**config.mk**
```make
export PLATFORM = sky130hd
export DESIGN_NAME = pit_access
export DESIGN_NICKNAME = d
export VERILOG_FILES = /design/src/core/pit_pkg.sv /design/src/core/pit_unit.sv /design/src/core/pit_access.sv
export SDC_FILE = /design/constraint.sdc
export NUM_CORES = 1
export LEC_CHECK = 0
export BUFFER_PORTS_ARGS = -buffer_cell sky130_fd_sc_hd__buf_2
export CORE_MARGIN = 2
export CORE_UTILIZATION = 55
export DETAILED_ROUTE_END_ITERATION = 6
export GPL_ROUTABILITY_DRIVEN = 1
export GPL_TIMING_DRIVEN = 1
export PLACE_DENSITY_LB_ADDON = 0.15
export SKIP_LAST_GASP = 1
export SYNTH_ARGS = -nofsm -noshare
export SYNTH_HDL_FRONTEND = slang
export SYNTH_SLANG_ARGS = --single-unit
```
**constraint.sdc**
```tcl
create_clock -name clk_sys -period 2.2 [get_ports clk_sys]
set_input_delay 0.11 -clock clk_sys [delete_from_list [all_inputs] [get_ports clk_sys]]
set_output_delay 0.11 -clock clk_sys [all_outputs]
set_load 0.03 [all_outputs]
```
**src/core/pit_pkg.sv**
```systemverilog
// Package with command-byte layout, port addresses and field codes of the interval timer access logic.
package pit_pkg;
   localparam logic [1:0] PIT_ADDR_UNIT0   = 2'h0;
   localparam logic [1:0] PIT_ADDR_UNIT1   = 2'h1;
   localparam logic [1:0] PIT_ADDR_UNIT2   = 2'h2;
   localparam logic [1:0] PIT_ADDR_CMD     = 2'h3;
   localparam int         PIT_UNITS        = 3;
   localparam int         PIT_PICK_HI_POS  = 7;
   localparam int         PIT_PICK_LO_POS  = 6;
   localparam int         PIT_FMT_HI_POS   = 5;
   localparam int         PIT_FMT_LO_POS   = 4;
   localparam int         PIT_OP_HI_POS    = 3;
   localparam int         PIT_OP_LO_POS    = 1;
   localparam int         PIT_BCD_POS      = 0;
   localparam int         PIT_RB_COUNT_POS = 5;
   localparam int         PIT_RB_STAT_POS  = 4;
   localparam int         PIT_STAT_OUT_POS = 7;
   localparam int         PIT_STAT_NULL_POS = 6;
   localparam logic [1:0] PIT_PICK_READBACK = 2'h3;
   localparam logic [1:0] PIT_FMT_LATCH    = 2'h0;
   localparam logic [1:0] PIT_FMT_LOW      = 2'h1;
   localparam logic [1:0] PIT_FMT_HIGH     = 2'h2;
   localparam logic [1:0] PIT_FMT_BOTH     = 2'h3;
   localparam logic [5:0] PIT_MODE_RESET   = 6'h10;
   localparam logic [7:0] PIT_BYTE_ZERO    = 8'h00;
   localparam logic [15:0] PIT_COUNT_ZERO  = 16'h0000;
endpackage

```
**src/core/pit_unit.sv**
```systemverilog
// One counter's byte sequencing, holding register, snapshot latch and status latch.
module pit_unit
(
   // Clock and reset
   input  wire logic                 clk_sys,
   input  wire logic                 rst_b,
   // Decoded host strokes
   input  wire logic                 prog_stb,
   input  wire logic [5:0]           prog_word,
   input  wire logic                 cnt_latch_stb,
   input  wire logic                 stat_latch_stb,
   input  wire logic                 wr_stb,
   input  wire logic                 rd_stb,
   input  wire logic [7:0]           wr_data,
   // Counting element side
   input  wire logic [15:0]          ce_count,
   input  wire logic                 ce_out,
   input  wire logic                 ce_loaded,
   // Results
   output logic [7:0]                rd_byte,
   output logic [5:0]                mode_word,
   output logic [15:0]               preset_holding_reg,
   output logic                      preset_load,
   output logic                      null_count,
   output logic                      snap_held
);
   import pit_pkg::*;

   logic [1:0]  fmt;
   logic        wr_hi_q;
   logic        rd_hi_q;
   logic [15:0] read_snapshot_latch;
   logic        stat_held_q;
   logic [7:0]  stat_q;
   logic [5:0]  mode_q;
   logic [15:0] preset_q;
   logic        load_q;
   logic        null_q;
   logic        snap_q;
   logic        hi_stage;

   assign fmt                = mode_q[5:4];
   assign mode_word          = mode_q;
   assign preset_holding_reg = preset_q;
   assign preset_load        = load_q;
   assign null_count         = null_q;
   assign snap_held          = snap_q;
   // The second byte of a two-byte count is written into the high stage only when the pointer says so.
   assign hi_stage           = (fmt == PIT_FMT_HIGH) || (fmt == PIT_FMT_BOTH && wr_hi_q);

   ////////////////////////////////////////////////////////////////////////////
   always_ff @(posedge clk_sys or negedge rst_b)
   begin
      if (!rst_b)
         mode_q <= PIT_MODE_RESET; // RULE1
      else if (prog_stb)
         mode_q <= prog_word;
   end

   // Write pointer, holding register and load pulse.
   always_ff @(posedge clk_sys or negedge rst_b)
   begin
      if (!rst_b)
      begin
         wr_hi_q  <= 1'b0;
         preset_q <= PIT_COUNT_ZERO;
         load_q   <= 1'b0;
      end
      else
      begin
         load_q <= 1'b0;
         if (prog_stb)
            wr_hi_q <= 1'b0; // RULE27
         else if (wr_stb)
         begin
            if (hi_stage)
               preset_q[15:8] <= wr_data; // RULE8
            else
               preset_q[7:0] <= wr_data; // RULE8
            if (fmt == PIT_FMT_LOW)
               preset_q[15:8] <= PIT_BYTE_ZERO; // RULE24
            if (fmt == PIT_FMT_HIGH)
               preset_q[7:0] <= PIT_BYTE_ZERO; // RULE24
            if (fmt == PIT_FMT_BOTH)
               wr_hi_q <= !wr_hi_q; // RULE17
            load_q <= (fmt != PIT_FMT_BOTH) || wr_hi_q; // RULE24
         end
      end
   end

   // Null count rises on programming or a completed count write and falls when the element loads.
   always_ff @(posedge clk_sys or negedge rst_b)
   begin
      if (!rst_b)
         null_q <= 1'b1;
      else if (prog_stb || load_q)
         null_q <= 1'b1;
      else if (ce_loaded)
         null_q <= 1'b0;
   end

   // Count snapshot: the first latch wins until fully read or reprogrammed.
   always_ff @(posedge clk_sys or negedge rst_b)
   begin
      if (!rst_b)
      begin
         snap_q              <= 1'b0;
         read_snapshot_latch <= PIT_COUNT_ZERO;
      end
      else if (prog_stb)
         snap_q <= 1'b0; // RULE14
      else if (cnt_latch_stb && !snap_q)
      begin
         snap_q              <= 1'b1; // RULE15
         read_snapshot_latch <= ce_count; // RULE14
      end
      else if (rd_stb && !stat_held_q && (fmt != PIT_FMT_BOTH || rd_hi_q))
         snap_q <= 1'b0; // RULE14
   end

   // Status snapshot, first latch wins.
   always_ff @(posedge clk_sys or negedge rst_b)
   begin
      if (!rst_b)
      begin
         stat_held_q <= 1'b0;
         stat_q      <= PIT_BYTE_ZERO;
      end
      else if (stat_latch_stb && !stat_held_q)
      begin
         stat_held_q <= 1'b1;
         stat_q      <= {ce_out, null_q, mode_q}; // RULE25
      end
      else if (rd_stb && stat_held_q)
         stat_held_q <= 1'b0; // RULE26
   end

   // Read pointer, separate from the write pointer.
   always_ff @(posedge clk_sys or negedge rst_b)
   begin
      if (!rst_b)
         rd_hi_q <= 1'b0;
      else if (prog_stb)
         rd_hi_q <= 1'b0; // RULE27
      else if (rd_stb && !stat_held_q && fmt == PIT_FMT_BOTH)
         rd_hi_q <= !rd_hi_q; // RULE17
   end

   always_comb
   begin
      logic [15:0] src;
      src = snap_q ? read_snapshot_latch : ce_count;
      if (stat_held_q)
         rd_byte = stat_q; // RULE26
      else if (fmt == PIT_FMT_HIGH || (fmt == PIT_FMT_BOTH && rd_hi_q))
         rd_byte = src[15:8]; // RULE16
      else
         rd_byte = src[7:0]; // RULE16
   end

   property p_first_latch_wins;
      @(posedge clk_sys) disable iff (!rst_b)
      snap_q && cnt_latch_stb && !prog_stb && !rd_stb |=> $stable(read_snapshot_latch);
   endproperty
   a_first_latch_wins: assert property (p_first_latch_wins) // RULE15
      else $error("second count latch overwrote snapshot");

   property p_prog_clears_ptrs;
      @(posedge clk_sys) disable iff (!rst_b)
      prog_stb |=> !snap_q && !wr_hi_q && !rd_hi_q;
   endproperty
   a_prog_clears_ptrs: assert property (p_prog_clears_ptrs) // RULE27
      else $error("programming left a pointer or snapshot set");

   property p_one_byte_zero;
      @(posedge clk_sys) disable iff (!rst_b)
      wr_stb && !prog_stb && fmt == PIT_FMT_LOW |=> load_q && preset_q[15:8] == PIT_BYTE_ZERO;
   endproperty
   a_one_byte_zero: assert property (p_one_byte_zero) // RULE24
      else $error("low-only count did not clear the high byte");

   property p_status_read;
      @(posedge clk_sys) disable iff (!rst_b)
      rd_stb && stat_held_q |=> !stat_held_q && $stable(snap_q);
   endproperty
   a_status_read: assert property (p_status_read) // RULE26
      else $error("status read did not come before the count");

   property p_null_set;
      @(posedge clk_sys) disable iff (!rst_b)
      prog_stb || load_q |=> null_q;
   endproperty
   a_null_set: assert property (p_null_set) // RULE19
      else $error("null count not raised");
endmodule

```
**src/core/pit_access.sv**
```systemverilog
// Host access logic of a three-counter interval timer: command decode, count writes, latches and reads.
// Operation
// [RULE1] State undefined at power-up; program before use.
// [RULE2] Address 11 write captured as command byte.
// [RULE3] Bits 7:6 pick counter; 11 is read-back.
// [RULE4] Bits 5:4 pick latch, low, high, both.
// [RULE5] Bits 3:1 pick mode; bit 3 ignored.
// [RULE6] Bit 0 picks binary or four-decade decimal.
// [RULE7] Host writes command before count, matching format.
// [RULE8] Count bytes accepted at counter's own address.
// [RULE9] Interleaving across counters tracked independently.
// [RULE10] New count leaves programmed mode unchanged.
// [RULE11] Host avoids interleaved two-byte writes per counter.
// [RULE12] Unlatched direct read needs clock inhibited.
// [RULE13] Format 00 with valid pick: latch command.
// [RULE14] Latch freezes count until read or reprogram.
// [RULE15] Repeat latch before read is ignored.
// [RULE16] Reads follow byte format; others may interleave.
// [RULE17] Read and write pointers tracked separately.
// [RULE18] Host avoids interleaved two-byte reads per counter.
// [RULE19] Read-back gives count, mode, output, null flag.
// [RULE20] Read-back bits 3,2,1 pick counters 2,1,0.
// [RULE21] Read-back bit5 low latches count, bit4 status.
// [RULE22] Host writes read-back bit 0 as zero.
// [RULE23] Strobes ignored unless chip select low.
// [RULE24] Holding register loads whole; unused byte zero.
// [RULE25] Status: output, null flag, programmed bits.
// [RULE26] Status read first, then latched count.
// [RULE27] Byte pointers reset on programming, toggle.
// [RULE28] Updates land atomically in the clock domain.
module pit_access
(
   // Clock and reset
   input  wire logic                 clk_sys,
   input  wire logic                 rst_b,
   // Host bus, one clk_sys-wide strobe per access
   input  wire logic                 cs_b,
   input  wire logic                 rd_b,
   input  wire logic                 wr_b,
   input  wire logic                 port_sel_hi,
   input  wire logic                 port_sel_lo,
   input  wire logic [7:0]           data_in,
   output logic [7:0]                data_out,
   output logic                      data_oe,
   // Counting elements
   input  wire logic [47:0]          ce_count,
   input  wire logic [2:0]           ce_out,
   input  wire logic [2:0]           ce_loaded,
   output logic [47:0]               preset_holding_reg,
   output logic [2:0]                preset_load,
   output logic [17:0]               mode_word,
   output logic [2:0]                null_count
);
   import pit_pkg::*;

   logic [1:0]  addr;
   logic        wr_go;
   logic        rd_go;
   logic        rd_go_q;
   logic [7:0]  command_word;
   logic [1:0]  pick;
   logic [2:0]  rb_pick;
   logic [2:0]  prog_stb;
   logic [2:0]  cnt_latch;
   logic [2:0]  stat_latch;
   logic [2:0]  wr_stb;
   logic [2:0]  rd_stb;
   logic [23:0] rd_bytes;
   logic [2:0]  snap_held;
   logic [7:0]  data_q;

   assign addr         = {port_sel_hi, port_sel_lo};
   assign wr_go        = !cs_b && !wr_b && rd_b; // RULE23
   assign rd_go        = !cs_b && !rd_b && wr_b; // RULE23
   assign command_word = data_in;
   assign pick         = command_word[PIT_PICK_HI_POS:PIT_PICK_LO_POS];
   assign rb_pick      = command_word[PIT_OP_HI_POS:PIT_OP_LO_POS]; // RULE20

   ////////////////////////////////////////////////////////////////////////////
   // Command decode is fully combinational so each stroke acts in one edge; per-counter state
   // updates on that same clk_sys edge, except null count after a count write, which follows load one edge later.
   always_comb
   begin
      prog_stb   = 3'h0;
      cnt_latch  = 3'h0;
      stat_latch = 3'h0;
      wr_stb     = 3'h0;
      rd_stb     = 3'h0;
      for (int i = 0; i < PIT_UNITS; i++)
      begin
         if (wr_go && addr == PIT_ADDR_CMD) // RULE2
         begin
            if (pick == PIT_PICK_READBACK) // RULE3
            begin
               cnt_latch[i]  = rb_pick[i] && !command_word[PIT_RB_COUNT_POS]; // RULE21
               stat_latch[i] = rb_pick[i] && !command_word[PIT_RB_STAT_POS]; // RULE21
            end
            else if (pick == 2'(i))
            begin
               if (command_word[PIT_FMT_HI_POS:PIT_FMT_LO_POS] == PIT_FMT_LATCH)
                  cnt_latch[i] = 1'b1; // RULE13
               else
                  prog_stb[i] = 1'b1; // RULE4
            end
         end
         wr_stb[i] = wr_go && addr == 2'(i); // RULE9
         rd_stb[i] = rd_go && addr == 2'(i);
      end
   end

   for (genvar g = 0; g < PIT_UNITS; g++)
   begin : g_unit
      logic [5:0] pw;
      // Bit 3 does not matter for modes 2 and 3, so it is stored as written for status read-back.
      assign pw = command_word[PIT_FMT_HI_POS:PIT_BCD_POS]; // RULE5 RULE6
      pit_unit u_unit
      (
         .clk_sys            (clk_sys),
         .rst_b              (rst_b),
         .prog_stb           (prog_stb[g]),
         .prog_word          (pw),
         .cnt_latch_stb      (cnt_latch[g]),
         .stat_latch_stb     (stat_latch[g]),
         .wr_stb             (wr_stb[g]),
         .rd_stb             (rd_stb[g]),
         .wr_data            (data_in),
         .ce_count           (ce_count[16*g +: 16]),
         .ce_out             (ce_out[g]),
         .ce_loaded          (ce_loaded[g]),
         .rd_byte            (rd_bytes[8*g +: 8]),
         .mode_word          (mode_word[6*g +: 6]), // RULE10 RULE19
         .preset_holding_reg (preset_holding_reg[16*g +: 16]), // RULE28
         .preset_load        (preset_load[g]),
         .null_count         (null_count[g]),
         .snap_held          (snap_held[g])
      );
   end

   ////////////////////////////////////////////////////////////////////////////
   // Read data is registered; the bus sees it one edge after the read stroke.
   always_ff @(posedge clk_sys or negedge rst_b)
   begin
      if (!rst_b)
      begin
         data_q  <= PIT_BYTE_ZERO;
         rd_go_q <= 1'b0;
      end
      else
      begin
         rd_go_q <= rd_go && addr != PIT_ADDR_CMD;
         if (rd_go && addr != PIT_ADDR_CMD)
            data_q <= rd_bytes[8*addr +: 8];
      end
   end

   assign data_out = data_q;
   assign data_oe  = rd_go_q;

   property p_latch_sets_hold;
      @(posedge clk_sys) disable iff (!rst_b)
      wr_go && addr == PIT_ADDR_CMD && pick == PIT_ADDR_UNIT0
         && data_in[PIT_FMT_HI_POS:PIT_FMT_LO_POS] == PIT_FMT_LATCH |=> snap_held[0];
   endproperty
   a_latch_sets_hold: assert property (p_latch_sets_hold) // RULE14
      else $error("latch command did not hold counter 0");

   property p_cs_gates;
      @(posedge clk_sys) disable iff (!rst_b)
      cs_b |=> !data_oe;
   endproperty
   a_cs_gates: assert property (p_cs_gates) // RULE23
      else $error("read answered without chip select");

   property p_readback_pick;
      @(posedge clk_sys) disable iff (!rst_b)
      wr_go && addr == PIT_ADDR_CMD && pick == PIT_PICK_READBACK && !data_in[PIT_RB_COUNT_POS]
         && data_in[PIT_OP_HI_POS] |=> snap_held[2];
   endproperty
   a_readback_pick: assert property (p_readback_pick) // RULE20
      else $error("read-back did not latch counter 2");

   property p_mode_kept;
      @(posedge clk_sys) disable iff (!rst_b)
      wr_stb[1] && !prog_stb[1] |=> $stable(mode_word[11:6]);
   endproperty
   a_mode_kept: assert property (p_mode_kept) // RULE10
      else $error("count write changed mode");

   property p_read_answer;
      @(posedge clk_sys) disable iff (!rst_b)
      rd_go && addr != PIT_ADDR_CMD |=> data_oe;
   endproperty
   a_read_answer: assert property (p_read_answer) // RULE16
      else $error("counter read was not answered");
endmodule

```
==> flow_summary_export.csv <==
group,metric,value,unit
outcome,status,"finished clean",
sta,skew,0.00606,ns
cts,cts_buffer_depth,2,
placement,io_buffers,149,
routing,firstDrtPassIters,5,
sta,period_share,82.8,%
cts,numCtsBuffers,17,
yosys,ys_ff_latch,165,
global_route,grt_max_degree,75,
yosys,yosys-top-cells-area,"dfrtp_1 (50%), mux2_2 (11%), nand3_1 (4.7%)",
power,leakage,4.90,nW
routing,via_per_inst,5.79,
floorplan,core-area,0.0140,sq mm
critical_path,cp.required,2.45,ns
yosys,ys.flop_type,"dfrtp_1",
routing,finalWirelength,20.6,mm
sta,rsz0062_at_grt,"no",
yosys,synth_edf_count,0,
final_layout,post-route-util,72.7,%
cts,cts_tree,"yes",
floorplan,start_util,56.9,%
routing,drt_iter0_drc,442,
sta,finalSetupTns,0,ns
routing,dr_total_vias,6292,
floorplan,dieArea,0.0154,sq mm
cts,clock_latency,0.42,ns
yosys,async_reset_ff_share,100,%
yosys,synth_top_area_share,50.0,%
routing,wl_per_cell,18.9,um
critical_path,setup.worst_path.start_class,"register",
final_layout,layout_commonest_cell,"dfrtp_1",
yosys,synth_nets,753,
final_layout,layout_common_cells,"dfrtp_1 (159), buf_2 (148), mux2_2 (79)",
critical_path,end_kind,"register",
yosys,syn_inst,684,
sta,fin_ws,0.377,ns
sta,setup_viol,0,
placement,pre_cts_ws,0.241,ns
final_layout,drive_gt1_share,37.0,%
critical_path,worst-setup-path-type,"reg -> reg",
yosys,yosysTopAreaCell,"dfrtp_1",
sta,fin_crit,1.82,ns
yosys,syn_area,0.00795,sq mm
final_layout,syn2layout_area_growth,27.9,%
global_route,antenna_found_initial,0,
global_route,grt_pass1_wl,33.2,mm
routing,drc_errors,0,
yosys,ys_seq_area_share,52.0,%
floorplan,rows,43,
sta,max-slew-margin-rel,47.2,%
min_path,min_path_type,"in -> reg",
sta,hold_viol_final,0,
yosys,syn_area_per_cell,11.6,sq um
yosys,yosysUniqueCellTypes,51,
global_route,grt_pass1_vias,6337,
final_layout,layout.nets,963,
flow_run,max_cap_violations,0,
critical_path,path_max_fanout,8,
final_layout,fillers,981,
cts,root_buffer,"clkbuf_16",
floorplan,design.portCount,150,
power,peakVddDrop,0.513,mV
global_route,grt_overflow_total,0,
power,power_density,848,mW/mm^2
critical_path,cp.arrival,2.07,ns
floorplan,die_h,124,um
sta,holdWs,0.0908,ns
placement,gp_routability_congestion,0.808,
sta,final_max_slew_viol_count,0,
final_layout,instances_no_fill,1087,
sta,worst_pin_slew,0.772,ns
cts,cts_htree_levels,4,
routing,drtAntennaViolNets,0,
placement,dp_hpwl,13.8,mm
final_layout,antenna_cells,0,
cts,cts_sinks,165,
floorplan,die_w,124,um
sta,max_clock_freq,0.549,GHz
cts,cts.clk_slew.worst_paths,0.06,ns
global_route,grt_usage,27.0,%
placement,placed_cells,1000,
yosys,yosysWarnings,0,
timing repair:
action | CTS | global route
hold buffers | 55 | 0
hold endpoints to repair | 119 | 0
setup buffers | 0 | 0
resized for setup | 0 | 0
metal layers:
layer	vias to the layer above	GRT usage, %	share of wire, %	routed length (um)
met5	-	0	0	0
met4	0	7.34	1.4	291
met3	25	4.51	4.9	1010
met2	211	46.1	51	10400
met1	3145	35.9	43	8840
li1	2911	-	-	-
worst max-delay path: stages (launching register included):
cell	delay (ns)
dfrtp_1	0.42
and3b_1	0.27
a2111oi_0	0.75
a41oi_1	0.22
per-stage QoR:
step	power (mW)	area [sq um]
4_1_cts	8.67	10200
3_3_place_gp	5.48	9010
2_1_floorplan	4.88	7950
5_1_grt	8.97	10200
3_5_place_dp	5.54	9010
6_report	8.63	10200
power by group:
group	switching (mW)	total, mW	internal [mW]
clock	1.22	3.06	1.84
sequential	0.228	3.63	3.40
combinational	1.23	1.94	0.711
total	2.67	8.63	5.96
cell families after synthesis:
group,Yosys count,share of synthesized area [%]
AO/OA/AOI/OAI,118,12.0
XOR/XNOR,6,0.661
buffers and inverters,82,4.69
flip-flops,165,52.0
multiplexers,112,15.9
AND/OR/NAND/NOR,201,14.8
cells in the mapped netlist, types with 6 or more instances:
cell type and number:
inv_1 27, a32oi_1 7, nor2_1 25, nand3_1 74
a22o_1 26, nand2b_1 15, buf_2 6, or2_2 6
buf_4 7, clkbuf_1 34, mux2_2 79, o21ai_0 27
dfrtp_1 159, a41oi_1 8, nand2_1 18, a221o_1 24
mux2i_1 24, o211a_1 7, mux2_4 9, a21oi_1 8
nor2b_1 26, dfstp_2 6
final cells by class:
| cell class | count | area, sq um | share of cell area [%] |
|---|---|---|---|
| clock buffers | 20 | 457 | 4.49 |
| clock inverters | 12 | 154 | 1.51 |
| inverters | 27 | 101 | 0.996 |
| multi-input cells | 437 | 3440 | 33.9 |
| flip-flops and latches | 165 | 4140 | 40.7 |
| well taps | 180 | 225 | 2.21 |
| repair buffers | 246 | 1660 | 16.3 |
final timing paths:
check	start	endpoint	slack [ns]	cells past startpoint
min in group asynchronous	rst_b	g_unit[0].u_unit.preset_holding_reg[10]$_DFFE_PN0P_	0.29	2
worst max register to register	g_unit[2].u_unit.stat_held_q$_DFFE_PN0P_	data_out[4]$_DFFE_PN0P_	0.38	3
worst min register to register	g_unit[1].u_unit.preset_load$_DFF_PN0_	g_unit[1].u_unit.null_count$_DFFE_PN1P_	0.48	1
max in group asynchronous	rst_b	g_unit[0].u_unit.stat_q[0]$_DFFE_PN0P_	1.13	3
worst min-delay path	data_in[0]	g_unit[2].u_unit.preset_holding_reg[8]$_DFFE_PN0P_	0.09	3
worst max-delay path	g_unit[2].u_unit.stat_held_q$_DFFE_PN0P_	data_out[4]$_DFFE_PN0P_	0.38	3
Note: power is estimated with default switching activity, not from simulation.
